==> src/aitc_pkg.sv <==
// Purpose: constants, register map and types of the converter trigger control
// Assumes: 40 MHz ref_clk_i, 32-bit Avalon-MM register bus
// Notes:   all offsets are byte addresses of aligned words
//
// Behaviour
// exactly one of eight inputs reaches the converter, per channel select field
// codes 1..8: aux one, aux two, current sense, thermistor, junction, backup, bus, cell
// both aux inputs get bias current 0/10/50/60 uA from wait register field
// aux input one bias source turns on whenever input power is present
// reference is internal or external per setup register reference bit
// external reference selected switches the internal reference regulator off
// start command begins each conversion; finished word goes to arithmetic unit
// cycle end copies arithmetic result to result register and updates status
// internal mode raises next trigger after each conversion, timed by registers
// third port pin triggers only while external trigger select is set
// external mode starts conversion only after a pin edge, with programmed timing
// host starts internal-reference conversions only once reference capacitor charged
// cycle begins on enable write low to high; host keeps enable set meanwhile
// samples per cycle follow read mode field, one up to 256
// external event only on the pin edge matching the edge polarity bit
// result is an unsigned 10-bit code, full scale 1023 steps
// one-clock conversion-end pulse to arithmetic unit, separate cycle-end pulse
package aitc_pkg;

  // ****************************************
  // register map
  // ****************************************
  localparam logic [4:0] OFS_SETUP = 5'h00;
  localparam logic [4:0] OFS_DELAY = 5'h04;
  localparam logic [4:0] OFS_WAIT  = 5'h08;
  localparam logic [4:0] OFS_RES   = 5'h0c;
  localparam logic [4:0] OFS_ISTAT = 5'h10;
  localparam logic [4:0] OFS_IMASK = 5'h14;

  // setup register fields
  localparam int SET_EN_BIT  = 0;
  localparam int SET_REF_BIT = 1;
  localparam int SET_CH_LSB  = 2;
  localparam int SET_RM_LSB  = 6;
  // delay register fields
  localparam int DLY_EXT_BIT = 0;
  localparam int DLY_EDG_BIT = 1;
  localparam int DLY_VAL_LSB = 2;
  // wait register fields
  localparam int WT_VAL_LSB  = 0;
  localparam int WT_B1_LSB   = 4;
  localparam int WT_B2_LSB   = 6;
  // result and interrupt fields
  localparam int RES_BUSY_BIT = 15;
  localparam int IRQ_DONE_BIT = 0;
  localparam int IRQ_MISS_BIT = 1;

  // reset values
  localparam logic [15:0] SETUP_RST = 16'h0004;
  localparam logic [15:0] DELAY_RST = 16'h0000;
  localparam logic [15:0] WAIT_RST  = 16'h0000;
  localparam logic [3:0]  CH_RST    = 4'h1;
  localparam logic [1:0]  IRQ_RST   = 2'h0;

  // ****************************************
  // timing
  // ****************************************
  localparam int CLK_KHZ       = 40000;
  localparam int DLY_STEP_NS   = 50000;
  localparam int WAIT_UNIT_NS  = 20000;
  localparam int DLY_STEP_CYC  = (DLY_STEP_NS * CLK_KHZ) / 1000000;
  localparam int WAIT_UNIT_CYC = (WAIT_UNIT_NS * CLK_KHZ) / 1000000;
  localparam int TMR_W         = 20;

  // wait times in units of 20 us, codes 0..15
  localparam logic [10:0] WAIT_MULT [16] = '{
    11'h001, 11'h002, 11'h003, 11'h004, 11'h008, 11'h00c, 11'h010, 11'h020,
    11'h040, 11'h060, 11'h080, 11'h100, 11'h200, 11'h300, 11'h400, 11'h400};

  // ****************************************
  // types
  // ****************************************
  typedef enum logic [2:0] {
    ST_IDLE  = 3'b000,
    ST_ARM   = 3'b001,
    ST_DLY   = 3'b010,
    ST_START = 3'b011,
    ST_CONV  = 3'b100,
    ST_WAIT  = 3'b101,
    ST_FIN   = 3'b110
  } aitc_state_e;

  // samples per cycle: 1, 4, 8 .. 256
  function automatic logic [8:0] aitc_samples(input logic [2:0] code);
    logic [8:0] n;
    n = 9'h001;
    if (code != 3'h0) begin
      n = 9'h001 << ({1'b0, code} + 4'h1); // widened so code 7 gives 256
    end
    return n;
  endfunction

endpackage

==> src/aitc_tmr_if.sv <==
// Purpose: load and expiry handshake between control and a down counter
// Assumes: single clock domain
// Notes:   expired is a one-cycle pulse
`timescale 1ns/1ps
interface aitc_tmr_if;
  logic                        load;
  logic [aitc_pkg::TMR_W-1:0]  count;
  logic                        expired;
  modport ctl (output load, output count, input expired);
  modport tmr (input load, input count, output expired);
endinterface

==> src/aitc_tmr.sv <==
// Purpose: down counter that pulses once a loaded count has elapsed
// Assumes: count 0 expires one cycle after load
// Notes:   a new load restarts the count
`timescale 1ns/1ps
module aitc_tmr
  import aitc_pkg::*;
(
  input  wire logic ref_clk_i,
  input  wire logic rst_n_i,
  input  wire logic ce_i,
  aitc_tmr_if.tmr   tif
);

  logic [TMR_W-1:0] cnt_q;
  logic             run_q;

  // ****************************************
  // counter
  // ****************************************
  always_ff @(posedge ref_clk_i) begin
    if (!rst_n_i) begin
      cnt_q <= '0;
      run_q <= 1'b0;
    end else if (ce_i) begin
      if (tif.load) begin
        cnt_q <= tif.count;
        run_q <= 1'b1;
      end else if (tif.expired) begin
        run_q <= 1'b0;
      end else if (run_q) begin
        cnt_q <= cnt_q - 1'b1;
      end
    end
  end

  // expiry seen from flops only, never during a load
  assign tif.expired = run_q && (cnt_q <= 1) && !tif.load;

endmodule

==> src/aitc_top.sv <==
// Purpose: trigger, input selection and register control of a 10-bit converter
// Assumes: converter engine and arithmetic unit sit outside, same clock
// Notes:   arithmetic modes, limits, hold-off and repeat are not handled here
`timescale 1ns/1ps
module aitc_top
  import aitc_pkg::*;
#(
  parameter int DLY_STEP = DLY_STEP_CYC,
  parameter int WAIT_UNIT = WAIT_UNIT_CYC
) (
  input  wire logic        ref_clk_i,
  input  wire logic        rst_n_i,
  input  wire logic        ce_i,
  input  wire logic [4:0]  avs_address_i,
  input  wire logic        avs_read_i,
  input  wire logic        avs_write_i,
  input  wire logic [31:0] avs_writedata_i,
  input  wire logic [3:0]  avs_byteenable_i,
  output logic      [31:0] avs_readdata_o,
  output logic             avs_waitrequest_o,
  output logic             irq_o,
  input  wire logic        input_power_i,
  input  wire logic        third_port_pin_i,
  output logic             conv_start_o,
  input  wire logic        conv_done_i,
  input  wire logic [9:0]  conv_data_i,
  output logic      [7:0]  chan_sel_o,
  output logic      [1:0]  aux_one_bias_o,
  output logic      [1:0]  aux_two_bias_o,
  output logic             aux_one_bias_en_o,
  output logic             aux_two_bias_en_o,
  output logic             ref_ext_o,
  output logic             ref_ldo_en_o,
  output logic             alu_cycle_start_o,
  output logic             alu_eoc_o,
  output logic      [9:0]  alu_data_o,
  output logic             alu_eocycle_o,
  input  wire logic [9:0]  alu_result_i
);

  // ****************************************
  // declarations
  // ****************************************
  logic [15:0]  setup_q;
  logic [15:0]  delay_q;
  logic [15:0]  wait_q;
  logic [9:0]   result_q;
  logic [1:0]   istat_q;
  logic [1:0]   imask_q;
  logic         ack_q;
  logic [31:0]  rdata_q;
  logic         wr_go;
  logic [31:0]  wmask;
  logic [15:0]  setup_new;
  logic         en_rise;
  aitc_state_e  state_q;
  aitc_state_e  state_d;
  logic [8:0]   smp_cnt_q;
  logic [8:0]   smp_tgt_q;
  logic [3:0]   ch_act_q;
  logic         ext_q;
  logic         edge_q;
  logic         pin_q;
  logic         pin_edge;
  logic         pin_active;
  logic         ev_done;
  logic         ev_miss;
  logic         busy;

  aitc_tmr_if   dly_if ();
  aitc_tmr_if   wt_if ();

  // ****************************************
  // bus slave
  // ****************************************
  // one wait state so read data come from a flop
  assign avs_waitrequest_o = (avs_read_i || avs_write_i) && !ack_q;
  assign wr_go             = avs_write_i && ack_q;
  assign wmask = {{8{avs_byteenable_i[3]}}, {8{avs_byteenable_i[2]}},
                  {8{avs_byteenable_i[1]}}, {8{avs_byteenable_i[0]}}};
  assign setup_new = (setup_q & ~wmask[15:0]) | (avs_writedata_i[15:0] & wmask[15:0]);
  assign avs_readdata_o    = rdata_q;

  // acknowledge toggles so back to back requests each get a wait state
  always_ff @(posedge ref_clk_i) begin
    if (!rst_n_i) begin
      ack_q <= 1'b0;
    end else if (ce_i) begin
      ack_q <= (avs_read_i || avs_write_i) && !ack_q;
    end
  end

  // read mux, unmapped words read zero
  always_ff @(posedge ref_clk_i) begin
    if (!rst_n_i) begin
      rdata_q <= 32'h0000_0000;
    end else if (ce_i && avs_read_i && !ack_q) begin
      case (avs_address_i)
        OFS_SETUP: rdata_q <= {16'h0000, setup_q};
        OFS_DELAY: rdata_q <= {16'h0000, delay_q};
        OFS_WAIT:  rdata_q <= {16'h0000, wait_q};
        OFS_RES:   rdata_q <= {16'h0000, busy, 5'h00, result_q};
        OFS_ISTAT: rdata_q <= {30'h0, istat_q};
        OFS_IMASK: rdata_q <= {30'h0, imask_q};
        default:   rdata_q <= 32'h0000_0000;
      endcase
    end
  end

  // ****************************************
  // configuration registers
  // ****************************************
  // invalid channel codes keep the old channel so one input always stays routed
  always_ff @(posedge ref_clk_i) begin
    if (!rst_n_i) begin
      setup_q <= SETUP_RST;
    end else if (ce_i && wr_go && avs_address_i == OFS_SETUP) begin
      setup_q[SET_CH_LSB-1:0] <= setup_new[SET_CH_LSB-1:0];
      setup_q[15:SET_RM_LSB]  <= setup_new[15:SET_RM_LSB];
      if (setup_new[SET_CH_LSB+:4] >= 4'h1 && setup_new[SET_CH_LSB+:4] <= 4'h8) begin
        setup_q[SET_CH_LSB+:4] <= setup_new[SET_CH_LSB+:4];
      end
    end
  end

  // enable edge seen at the write itself
  assign en_rise = wr_go && avs_address_i == OFS_SETUP
                   && !setup_q[SET_EN_BIT] && setup_new[SET_EN_BIT];

  always_ff @(posedge ref_clk_i) begin
    if (!rst_n_i) begin
      delay_q <= DELAY_RST;
    end else if (ce_i && wr_go && avs_address_i == OFS_DELAY) begin
      delay_q <= (delay_q & ~wmask[15:0]) | (avs_writedata_i[15:0] & wmask[15:0]);
    end
  end

  always_ff @(posedge ref_clk_i) begin
    if (!rst_n_i) begin
      wait_q <= WAIT_RST;
    end else if (ce_i && wr_go && avs_address_i == OFS_WAIT) begin
      wait_q <= (wait_q & ~wmask[15:0]) | (avs_writedata_i[15:0] & wmask[15:0]);
    end
  end

  // ****************************************
  // interrupts
  // ****************************************
  // a new event beats a clear in the same cycle
  always_ff @(posedge ref_clk_i) begin
    if (!rst_n_i) begin
      istat_q <= IRQ_RST;
    end else if (ce_i) begin
      if (wr_go && avs_address_i == OFS_ISTAT && avs_byteenable_i[0]) begin
        istat_q <= (istat_q & ~avs_writedata_i[1:0]) | {ev_miss, ev_done};
      end else begin
        istat_q <= istat_q | {ev_miss, ev_done};
      end
    end
  end

  always_ff @(posedge ref_clk_i) begin
    if (!rst_n_i) begin
      imask_q <= IRQ_RST;
    end else if (ce_i && wr_go && avs_address_i == OFS_IMASK && avs_byteenable_i[0]) begin
      imask_q <= avs_writedata_i[1:0];
    end
  end

  assign irq_o = |(istat_q & imask_q);

  // ****************************************
  // input selection and reference
  // ****************************************
  // channel follows the register while idle, frozen during a cycle
  always_ff @(posedge ref_clk_i) begin
    if (!rst_n_i) begin
      ch_act_q <= CH_RST;
    end else if (ce_i && state_q == ST_IDLE) begin
      ch_act_q <= setup_q[SET_CH_LSB+:4];
    end
  end

  // one-hot mux select, code n drives line n-1
  always_ff @(posedge ref_clk_i) begin
    if (!rst_n_i) begin
      chan_sel_o <= 8'h01;
    end else if (ce_i) begin
      chan_sel_o <= 8'h01 << (ch_act_q - 4'h1);
    end
  end

  // bias codes: 0 off, 1 10 uA, 2 50 uA, 3 60 uA
  always_ff @(posedge ref_clk_i) begin
    if (!rst_n_i) begin
      aux_one_bias_o    <= 2'h0;
      aux_two_bias_o    <= 2'h0;
      aux_one_bias_en_o <= 1'b0;
      aux_two_bias_en_o <= 1'b0;
    end else if (ce_i) begin
      aux_one_bias_o    <= wait_q[WT_B1_LSB+:2];
      aux_two_bias_o    <= wait_q[WT_B2_LSB+:2];
      aux_one_bias_en_o <= input_power_i || (wait_q[WT_B1_LSB+:2] != 2'h0);
      aux_two_bias_en_o <= wait_q[WT_B2_LSB+:2] != 2'h0;
    end
  end

  // the regulator stays off whenever an outside reference is chosen
  always_ff @(posedge ref_clk_i) begin
    if (!rst_n_i) begin
      ref_ext_o    <= 1'b0;
      ref_ldo_en_o <= 1'b1;
    end else if (ce_i) begin
      ref_ext_o    <= setup_q[SET_REF_BIT];
      ref_ldo_en_o <= !setup_q[SET_REF_BIT];
    end
  end

  // ****************************************
  // trigger pin
  // ****************************************
  always_ff @(posedge ref_clk_i) begin
    if (!rst_n_i) begin
      pin_q <= 1'b0;
    end else if (ce_i) begin
      pin_q <= third_port_pin_i;
    end
  end

  // edge bit high means rising edge and high active level
  assign pin_edge   = ext_q && (edge_q ? (third_port_pin_i && !pin_q)
                                       : (!third_port_pin_i && pin_q));
  assign pin_active = (third_port_pin_i == edge_q);

  // ****************************************
  // timers
  // ****************************************
  assign dly_if.load  = (state_q == ST_ARM) && pin_edge;
  assign dly_if.count = TMR_W'(DLY_STEP * int'(delay_q[DLY_VAL_LSB+:4]));
  assign wt_if.load   = (state_q == ST_CONV) && conv_done_i && (smp_cnt_q != smp_tgt_q);
  assign wt_if.count  = TMR_W'(WAIT_UNIT * int'(WAIT_MULT[wait_q[WT_VAL_LSB+:4]]));

  aitc_tmr u_dly (
    .ref_clk_i (ref_clk_i),
    .rst_n_i   (rst_n_i),
    .ce_i      (ce_i),
    .tif       (dly_if)
  );

  aitc_tmr u_wait (
    .ref_clk_i (ref_clk_i),
    .rst_n_i   (rst_n_i),
    .ce_i      (ce_i),
    .tif       (wt_if)
  );

  // ****************************************
  // trigger controller
  // ****************************************
  // mode bits latched at cycle start; later writes wait for the next cycle
  always_ff @(posedge ref_clk_i) begin
    if (!rst_n_i) begin
      ext_q     <= 1'b0;
      edge_q    <= 1'b0;
      smp_tgt_q <= 9'h001;
    end else if (ce_i && state_q == ST_IDLE && en_rise) begin
      ext_q     <= delay_q[DLY_EXT_BIT];
      edge_q    <= delay_q[DLY_EDG_BIT];
      smp_tgt_q <= aitc_samples(setup_q[SET_RM_LSB+:3]);
    end
  end

  // next state
  always_comb begin
    state_d = state_q;
    case (state_q)
      ST_IDLE: begin
        if (en_rise) begin
          state_d = delay_q[DLY_EXT_BIT] ? ST_ARM : ST_START;
        end
      end
      ST_ARM: begin
        if (pin_edge) begin
          state_d = ST_DLY;
        end
      end
      ST_DLY: begin
        if (dly_if.expired) begin
          state_d = pin_active ? ST_START : ST_ARM;
        end
      end
      ST_START: begin
        state_d = ST_CONV;
      end
      ST_CONV: begin
        if (conv_done_i) begin
          state_d = (smp_cnt_q == smp_tgt_q) ? ST_FIN : ST_WAIT;
        end
      end
      ST_WAIT: begin
        if (wt_if.expired) begin
          state_d = ST_START;
        end
      end
      ST_FIN: begin
        state_d = ST_IDLE;
      end
      default: begin
        state_d = ST_IDLE;
      end
    endcase
  end

  always_ff @(posedge ref_clk_i) begin
    if (!rst_n_i) begin
      state_q <= ST_IDLE;
    end else if (ce_i) begin
      state_q <= state_d;
    end
  end

  // sample counter, counts conversions started in this cycle
  always_ff @(posedge ref_clk_i) begin
    if (!rst_n_i) begin
      smp_cnt_q <= 9'h000;
    end else if (ce_i) begin
      if (state_q == ST_IDLE) begin
        smp_cnt_q <= 9'h000;
      end else if (state_q == ST_START) begin
        smp_cnt_q <= smp_cnt_q + 9'h001;
      end
    end
  end

  // start pulse for the converter and first-sample marker for the arithmetic unit
  assign conv_start_o      = (state_q == ST_START);
  assign alu_cycle_start_o = (state_q == ST_START) && (smp_cnt_q == 9'h000);
  assign busy              = (state_q != ST_IDLE);

  // converter word handed on with a one-clock strobe
  always_ff @(posedge ref_clk_i) begin
    if (!rst_n_i) begin
      alu_eoc_o  <= 1'b0;
      alu_data_o <= 10'h000;
    end else if (ce_i) begin
      alu_eoc_o <= (state_q == ST_CONV) && conv_done_i;
      if (state_q == ST_CONV && conv_done_i) begin
        alu_data_o <= conv_data_i;
      end
    end
  end

  // arithmetic unit gets no extra clock: its result is taken at the end of the cycle of the last strobe
  assign alu_eocycle_o = (state_q == ST_FIN);
  assign ev_done       = (state_q == ST_FIN) && ce_i;
  assign ev_miss       = (state_q == ST_DLY) && dly_if.expired && !pin_active && ce_i;

  always_ff @(posedge ref_clk_i) begin
    if (!rst_n_i) begin
      result_q <= 10'h000;
    end else if (ce_i && state_q == ST_FIN) begin
      result_q <= alu_result_i;
    end
  end

endmodule

==> config.mk <==
export PLATFORM = sky130hd
export DESIGN_NAME = aitc_top
export DESIGN_NICKNAME = d
export VERILOG_FILES = /design/src/aitc_pkg.sv /design/src/aitc_tmr_if.sv /design/src/aitc_tmr.sv /design/src/aitc_top.sv
export SDC_FILE = /design/constraint.sdc
export NUM_CORES = 1
export LEC_CHECK = 0
export BUFFER_PORTS_ARGS = -buffer_cell sky130_fd_sc_hd__buf_2
export CAP_MARGIN = 15
export CORE_ASPECT_RATIO = 0.5
export CORE_UTILIZATION = 58
export CTS_CLUSTER_DIAMETER = 100
export CTS_CLUSTER_SIZE = 28
export DETAILED_ROUTE_END_ITERATION = 7
export PLACE_DENSITY_LB_ADDON = 0.1
export SLEW_MARGIN = 10
export SYNTH_ARGS = -nofsm -noshare
export SYNTH_HDL_FRONTEND = slang
export SYNTH_SLANG_ARGS = --single-unit
==> constraint.sdc <==
create_clock -name ref_clk_i -period 5.3 [get_ports ref_clk_i]
set_input_delay 0.53 -clock ref_clk_i [delete_from_list [all_inputs] [get_ports ref_clk_i]]
set_output_delay 0.53 -clock ref_clk_i [all_outputs]
set_load 0.005 [all_outputs]
After elaboration in Yosys (flattened, before gate mapping)
Memories as Yosys holds them, arrays and structs flattened.
Cells that the tools add are included.
{"block": "word_totals", "reg_bits": 192, "mem_bits_ro": 176, "inputBits": 69, "output_inout_bits": 64, "elab_cells": 170, "n_memories": 1}
{"block": "op_classes", "n_addsub": 5, "mul": 2, "order_cmp": 5, "n_eq_ne": 21, "shift": 2, "mux": 27, "bitwise": 14, "n_reduce_logical": 64}
{"name": "(name not given)", "words": 16, "word_bits": 11, "read_ports": 1, "rd_clocked_by_memory_dff": 0, "wr": 0, "line_no": "aitc_top.sv:241", "text": "assign wt_if.count = TMR_W'(WAIT_UNIT * int'(WAIT_MULT[wait_q[WT_VAL_LSB+:4]]));"}
{"op": "$mux 20", "n": 6}
{"op": "$pmux 16 s6", "n": 1}
{"op": "$and 16x16->16", "n": 4}
{"op": "$or 16x16->16", "n": 3}
{"op": "$le 20x1->1 const B", "n": 2}
{"op": "$sub 20x1->20 const B", "n": 2}
{"op": "$logic_and 1x1->1", "n": 33}
{"op": "$mux 9", "n": 3}
{"op": "$mux 11", "n": 2}
{"op": "$pmux 3 s6", "n": 1}
{"op": "$not 16->16", "n": 1}
{"op": "$mul 5x11->15 const A", "n": 1}
{"op": "$mux 3", "n": 5}
{"op": "$reduce_bool 2->1", "n": 7}
{"op": "$mul 7x4->11 const A", "n": 1}
{"op": "$eq 5x4->1 const B", "n": 2}
{"op": "$eq 5x5->1 const B", "n": 2}
{"op": "$reduce_and 2->1", "n": 5}
{"op": "$add 9x1->9 const B", "n": 1}
{"op": "$eq 3x3->1 const B", "n": 3}
{"op": "$eq 9x9->1", "n": 1}
{"op": "$logic_not 9->1", "n": 1}
{"op": "$ne 9x9->1", "n": 1}
{"op": "$shl 1x4->9 const A", "n": 1}
{"op": "other kinds (26)", "n": 51}

Longest topological paths before layout
Gate-level depths: netlist of run 1.
{"block": "logic_depth", "word_depth": 12, "depth_mapped": 16, "mapped_depth_nobuf": 16}

By module
Synthesis of run 1 repeated with hierarchy kept, for this count alone.
{"block": "hier_totals", "hier_cells": 1285, "hier_area_um2": 10829.1}
{"mod": "aitc_top", "instances": 1, "cells_each": 893, "area_per_inst_um2": 7947.6, "seq_area_each_um2": 2682.6}
{"mod": "aitc_tmr at u_dly", "instances": 1, "cells_each": 198, "area_per_inst_um2": 1442.6, "seq_area_each_um2": 420.4}
{"mod": "aitc_tmr at u_wait", "instances": 1, "cells_each": 194, "area_per_inst_um2": 1438.9, "seq_area_each_um2": 420.4}

Worst setup path before layout of run 1
Ideal clock, no wire load.
{"block": "synth_path", "path_type": "register -> register", "from": "register (tool-made name)", "to": "register u_wait.cnt_q[18]", "setup_time_ns": 0.114, "arrival_time_ns": 3.574, "t_required_ns": 5.186, "slack_ns": 1.612, "path_stages_with_launch": 16, "n_path_buf": 1, "period_less_slack_ns": 3.688, "cell_sequence": "dfxtp_1 -> clkbuf_1 -> nor2b_1 -> and2_1 -> ha_1 -> ha_1 -> inv_1 -> fa_1 -> inv_1 -> ha_1 -> and3_1 -> a221oi_1 -> o21ai_0 -> xor2_1 -> a211oi_1 -> a2111oi_0"}
{"item": "end signal, assigned", "line_no": "aitc_tmr.sv:26", "text": "cnt_q <= tif.count;"}
{"item": "end signal, assigned", "line_no": "aitc_tmr.sv:31", "text": "cnt_q <= cnt_q - 1'b1;"}
{"item": "end, declared", "line_no": "aitc_tmr.sv:14", "text": "logic [TMR_W-1:0] cnt_q;"}

==> results.py, run 1 <==
metrics = {
    "timing": {
        "fmax_mhz": 234,
        "slew_headroom": 0.282,
        "setup_violations": 0,
        "drv_slew": 0,
        "post-route-worst-setup-slack_ns": 1.02,
        "tns_ns": 0,
        "rsz0062_at_grt": "false",
        "worst_clock_skew_ns": 0.00824,
        "hold_viol": 0,
        "min_period_ns": 4.28,
        "tightest_slew_ns": 1.08,
        "timing.final.crit_share": 0.807,
    },
    "critical_path": {
        "worst-setup-path-type": "flip-flop to flip-flop",
        "startpoint_type": "flip-flop",
        "cp_data_required_time_ns": 5.61,
        "end_kind": "flip-flop",
        "crit_arrival_ns": 4.58,
        "cp_max_fo": 6,
    },
    "detailed_routing": {
        "antenna_left": 0,
        "drt-initial-drc-count": 786,
        "routed_wl_mm": 24.5,
        "dr.pass1.iters": 7,
        "dr_total_vias": 9006,
        "wl_per_cell_um": 16.2,
        "drc": 0,
        "avgViaCountPerCell": 5.96,
    },
    "cells_and_area": {
        "layout_common_cells": "176 x dfxtp_1, 141 x a21oi_1, 134 x nand2_1",
        "fin_nets": 1412,
        "area_growth_pct": 10.7,
        "layout_commonest_cell": "dfxtp_1",
        "n_antenna_cell": 0,
        "layout-drive-gt1-share": 0.117,
        "fin_cells": 1512,
    },
    "synth": {
        "ys.flop_type": "dfxtp_1",
        "ys_seq_area_frac": 0.355,
        "syn_avg_cell_area_sq_um": 8.16,
        "yosys.cell_types.count": 77,
        "yosysWarnings": 0,
        "synth_top_cell_area_share": 0.355,
        "synthTopCellsByArea": "dfxtp_1 35%, ha_1 7.2%, a21oi_1 7.1%",
        "synthCells": 1217,
        "ys_seq_elements": 176,
        "syn-cell-area_sq_um": 9930,
        "ys_async_sr_fraction": 0,
        "synth_edf_count": 0,
        "yosys.area.top_type": "dfxtp_1",
    },
    "clock_tree": {
        "cts_setup_buffers": 0,
        "ctsHoldBuffers": 0,
        "clockBufferDepth": 2,
        "cts_buffers": 17,
        "htree_levels": 4,
        "cts_resized": 0,
        "root_buffer": "clkbuf_16",
        "clkLatencyLatePin_ns": 0.43,
        "clk_pin_slew_ns": 0.07,
        "cts_tree": "built",
        "numClockSinks": 176,
    },
    "global_routing": {
        "use_met3": 0.0435,
        "grt_pass1_wl_mm": 40.2,
        "grt.total_usage": 0.281,
        "grt_pass1_vias": 8093,
        "grt_overflow": 0,
        "busiest_layer": "met2",
        "grt_antenna_before_repair": 0,
        "grtUsageMet1": 0.396,
        "met2_usage": 0.446,
        "grt_max_degree": 103,
    },
    "floorplanning": {
        "start_util": 0.600,
        "rows": 33,
        "pin_count": 133,
        "die-area_sq_um": 17700,
        "fp.dieW_um": 187,
        "fp.dieH_um": 94.5,
        "core_area_sq_um": 16600,
    },
    "pwr": {
        "p_leak_nw": 4.83,
        "vdd_ir_drop_max_mv": 0.221,
        "powerDensity_nw_per_um2": 242,
    },
    "placed_design": {
        "place_congestion": 0.850,
        "pre_cts_ws_ns": 1.02,
        "dpl.cell_count": 1480,
        "dp_hpwl_mm": 17.3,
        "port-buffer-count": 98,
    },
    "min_path": {
        "hold_path.class": "input port to flip-flop",
    },
    "run": {
        "drv_cap": 0,
    },
    "status": {
        "status": "completed",
    },
}
report_power, final:
group	switching (mW)	internal [mW]	total, mW
logic	0.0700	0.0304	0.100
registers	0.00508	1.32	1.33
clock network	0.605	0.624	1.23
synth_stat cells (all sizes together), types with 13 or more instances:
| cell type | count |
|---|---|
| a21oi | 141 |
| a22oi | 24 |
| and2 | 19 |
| buf | 26 |
| clkbuf | 55 |
| dfxtp | 176 |
| fa | 13 |
| ha | 57 |
| inv | 45 |
| mux2i | 54 |
| nand2 | 134 |
| nand2b | 18 |
| nand3 | 31 |
| nor2 | 131 |
| nor3 | 34 |
| nor4 | 19 |
| o21ai | 48 |
| xnor2 | 18 |
| xor2 | 20 |
metal layers:
layer | share of wire | vias to the layer above
met3 | 0.061 | 25
met1 | 0.48 | 4289
met5 | 0 | -
met4 | 0.012 | 0
li1 | - | 4380
met2 | 0.44 | 312
critical path, stage by stage, from the launching register on:
cell,delay (ns)
dfxtp_1,0.56
inv_1,0.15
ha_1,0.23
a22o_1,0.27
ha_1,0.31
ha_1,0.28
inv_1,0.05
fa_1,0.49
inv_1,0.04
ha_1,0.35
and3_1,0.19
a221oi_1,0.42
o21ai_0,0.16
xor2_1,0.17
a211oi_1,0.09
a2111oi_0,0.40
cell type report:
cell class                      count  area [sq um]
Inverter                           46           175
Multi-Input combinational cell    929          5920
Fill cell                        1433          5560
Timing Repair Buffer              103           528
Clock inverter                     14           143
Sequential cell                   176          3520
Clock buffer                       17           425
Tap cell                          227           284
stage by stage:
stage	total power [mW]	utilization	area, sq um	hold slack [ns]
2_1_floorplan	1.42	-	9990	0.436
3_3_place_gp	1.46	0.629	10400	0.440
3_5_place_dp	1.46	0.629	10400	0.443
4_1_cts	2.66	0.664	11000	0.322
5_1_grt	2.73	0.664	11000	0.333
6_report	2.66	0.664	11000	0.331
path summary, 6_finish.rpt:
path / from / depth (start not counted) / slack, ns / endpoint
min reg2reg: alu_data_o[9]$_SDFFE_PN0P_ / 2 / 0.45 / alu_data_o[9]$_SDFFE_PN0P_
max reg2reg: flip-flop / 15 / 1.02 / u_wait.cnt_q[18]$_SDFFE_PN0P_
min: alu_result_i[6] / 3 / 0.33 / result_q[6]$_SDFFE_PN0P_
max: flip-flop / 15 / 1.02 / u_wait.cnt_q[18]$_SDFFE_PN0P_
cell families (layout without fill, tap and decap cells):
family,count (synthesis),in the layout,synth area share
and+or+nand+nor,453,453,0.217
AOI/OAI and AO/OA,293,293,0.179
DFF,176,176,0.355
buffers and inverters,127,180,0.0556
adders and majority gates,70,70,0.0980
muxes,59,59,0.0612
xor gates and xnor gates,38,38,0.0335
other,1,16,0.000378
No activity file was read; power rests on OpenSTA's default activity.
==> run 2, diff against run 1 <==
clock period = 4 ns   (was 5.3 ns; I/O delays follow)
==> results.py, run 2 (same netlist as run 1, synthesis figures left out) <==
metrics = {
    "critical_path": {
        "worst-setup-path-type": "flip-flop to flip-flop",
        "critical_path.top_delay_family": "adder cells",
        "cp_slowest_cell": "fa_1",
        "end_kind": "flip-flop",
        "cp_data_required_time_ns": 4.26,
        "crit_top_cell": "ha_1",
        "cp_cell_sequence": "buf_4, ha_1, a22o_1, ha_1, ha_1, inv_1, fa_1, inv_1, ha_1, and3_1, a221oi_2, o21ai_0, xor2_1, a211oi_1, a2111oi_2",
        "cp_num_buf_inv": 3,
        "cp_max_fo": 5,
        "crit_arrival_ns": 4.01,
        "slowest_delay_ns": 0.49,
        "startpoint_type": "flip-flop",
    },
    "cells_and_area": {
        "n_antenna_cell": 0,
        "fillCellCount": 1399,
        "layout_common_cells": "175 x dfxtp_1, 141 x a21oi_1, 134 x nand2_1",
        "layout-drive-gt1-share": 0.133,
        "area_growth_pct": 12.5,
        "layout_commonest_cell": "dfxtp_1",
        "fin_area_sq_um": 11200,
        "fin_nets": 1432,
    },
    "timing": {
        "rsz0062_at_grt": "false",
        "setup_violations": 0,
        "hold_viol": 0,
        "drv_slew": 0,
        "tns_ns": 0,
        "min_period_ns": 3.75,
        "worst_clock_skew_ns": 0.0123,
        "timing.final.crit_share": 0.936,
        "tightest_slew_ns": 1.10,
        "slew_headroom": 0.268,
        "fmax_mhz": 267,
    },
    "clock_tree": {
        "numClockSinks": 176,
        "cts_tree": "built",
        "cts_buffers": 17,
        "ctsHoldBuffers": 0,
        "htree_levels": 4,
        "clockBufferDepth": 2,
        "clkLatencyLatePin_ns": 0.43,
        "clk_pin_slew_ns": 0.07,
        "root_buffer": "clkbuf_16",
    },
    "floorplanning": {
        "rows": 33,
        "pin_count": 133,
        "fp.dieH_um": 94.5,
        "fp.dieW_um": 187,
        "die-area_sq_um": 17700,
        "core_area_sq_um": 16600,
        "start_util": 0.600,
    },
    "pwr": {
        "p_sw_frac": 0.246,
        "p_leak_nw": 4.94,
        "vdd_ir_drop_max_mv": 0.291,
        "combPwrFrac": 0.038,
        "p_sw_mw": 0.872,
        "clkPwrFrac": 0.466,
        "p_total_mw": 3.55,
        "p_int_mw": 2.68,
        "powerDensity_nw_per_um2": 318,
        "p_seq_frac": 0.496,
    },
    "min_path": {
        "hold_path.class": "input port to flip-flop",
        "hold_start": "conv_data_i[1]",
    },
    "run": {
        "drv_cap": 0,
    },
    "global_routing": {
        "grt_max_degree": 103,
        "grt_pass1_wl_mm": 41.4,
        "grt_pass1_vias": 8378,
        "grt_antenna_before_repair": 0,
        "grt_overflow": 0,
        "grt.total_usage": 0.291,
    },
    "detailed_routing": {
        "dr.pass1.iters": 5,
        "avgViaCountPerCell": 5.90,
        "wl_per_cell_um": 16.5,
        "drc": 0,
        "antenna_left": 0,
        "dr_total_vias": 9039,
        "drt-initial-drc-count": 767,
        "routed_wl_mm": 25.2,
    },
    "placed_design": {
        "port-buffer-count": 98,
        "place_area_sq_um": 10600,
        "place_congestion": 0.876,
        "dp_hpwl_mm": 18.2,
    },
    "status": {
        "status": "completed",
    },
}
## run 2: cell count changes in the layout (fill, tap and decap cells not counted), moves of 2 or more
cell,delta
buf_4,+20
clkinv_2,+2
clkinv_4,-2
clkinv_8,-2
## run 2: through the flow
step,utilization,std cells,hold slack [ns],setup WS [ns]
2_1_floorplan,-,1232,0.436,0.312
3_3_place_gp,0.638,1500,0.439,0.199
3_5_place_dp,0.638,1500,0.445,0.0934
4_1_cts,0.673,1532,0.195,0.0777
5_1_grt,0.675,1533,0.201,0.0131
6_report,0.675,1533,0.207,0.254
## run 2: final cells by class
cell class | instances | area, sq um | area share
Inverter | 46 | 175 | 0.0157
Multi-Input combinational cell | 929 | 5930 | 0.531
Tap cell | 227 | 284 | 0.0254
Clock inverter | 14 | 144 | 0.0129
Clock buffer | 18 | 429 | 0.0384
Sequential cell | 176 | 3520 | 0.316
Timing Repair Buffer | 123 | 678 | 0.0607
## run 2: per-layer routing
metal,up-vias,track usage,part of all wire,routed length [um]
li1,4414,-,-,-
met1,4276,0.405,0.48,12200
met2,321,0.463,0.44,11000
met3,28,0.0572,0.071,1800
met4,0,0.0738,0.010,257
met5,-,0,0,0
## run 2: worst min-delay path: stages
cell and delay (ns):
buf_2 0.10, nand2_1 0.05, a21oi_1 0.05
## run 2: path summary, 6_finish.rpt
path	to	slack (ns)	cells past startpoint
worst max-delay path	u_wait.cnt_q[18]$_SDFFE_PN0P_	0.25	15
worst min-delay path	alu_data_o[1]$_SDFFE_PN0P_	0.21	3
worst max register to register	u_wait.cnt_q[18]$_SDFFE_PN0P_	0.25	15
worst min register to register	alu_data_o[1]$_SDFFE_PN0P_	0.46	2
## run 2: repair_timing
item / 4_1_cts / 5_1_grt
buffers inserted: 0 / 0
resized for setup: 0 / 5
endpoints found under the setup margin: 0 / 1
## run 2: power by group through the flow
stage | sequential [mW] | combinational (mW) | clock (mW)
detailed placement | 1.80 | 0.132 | 0
floorplan | 1.80 | 0.0869 | 0
CTS | 1.76 | 0.133 | 1.68
global placement | 1.80 | 0.131 | 0
finish | 1.76 | 0.135 | 1.65
global route | 1.76 | 0.146 | 1.75
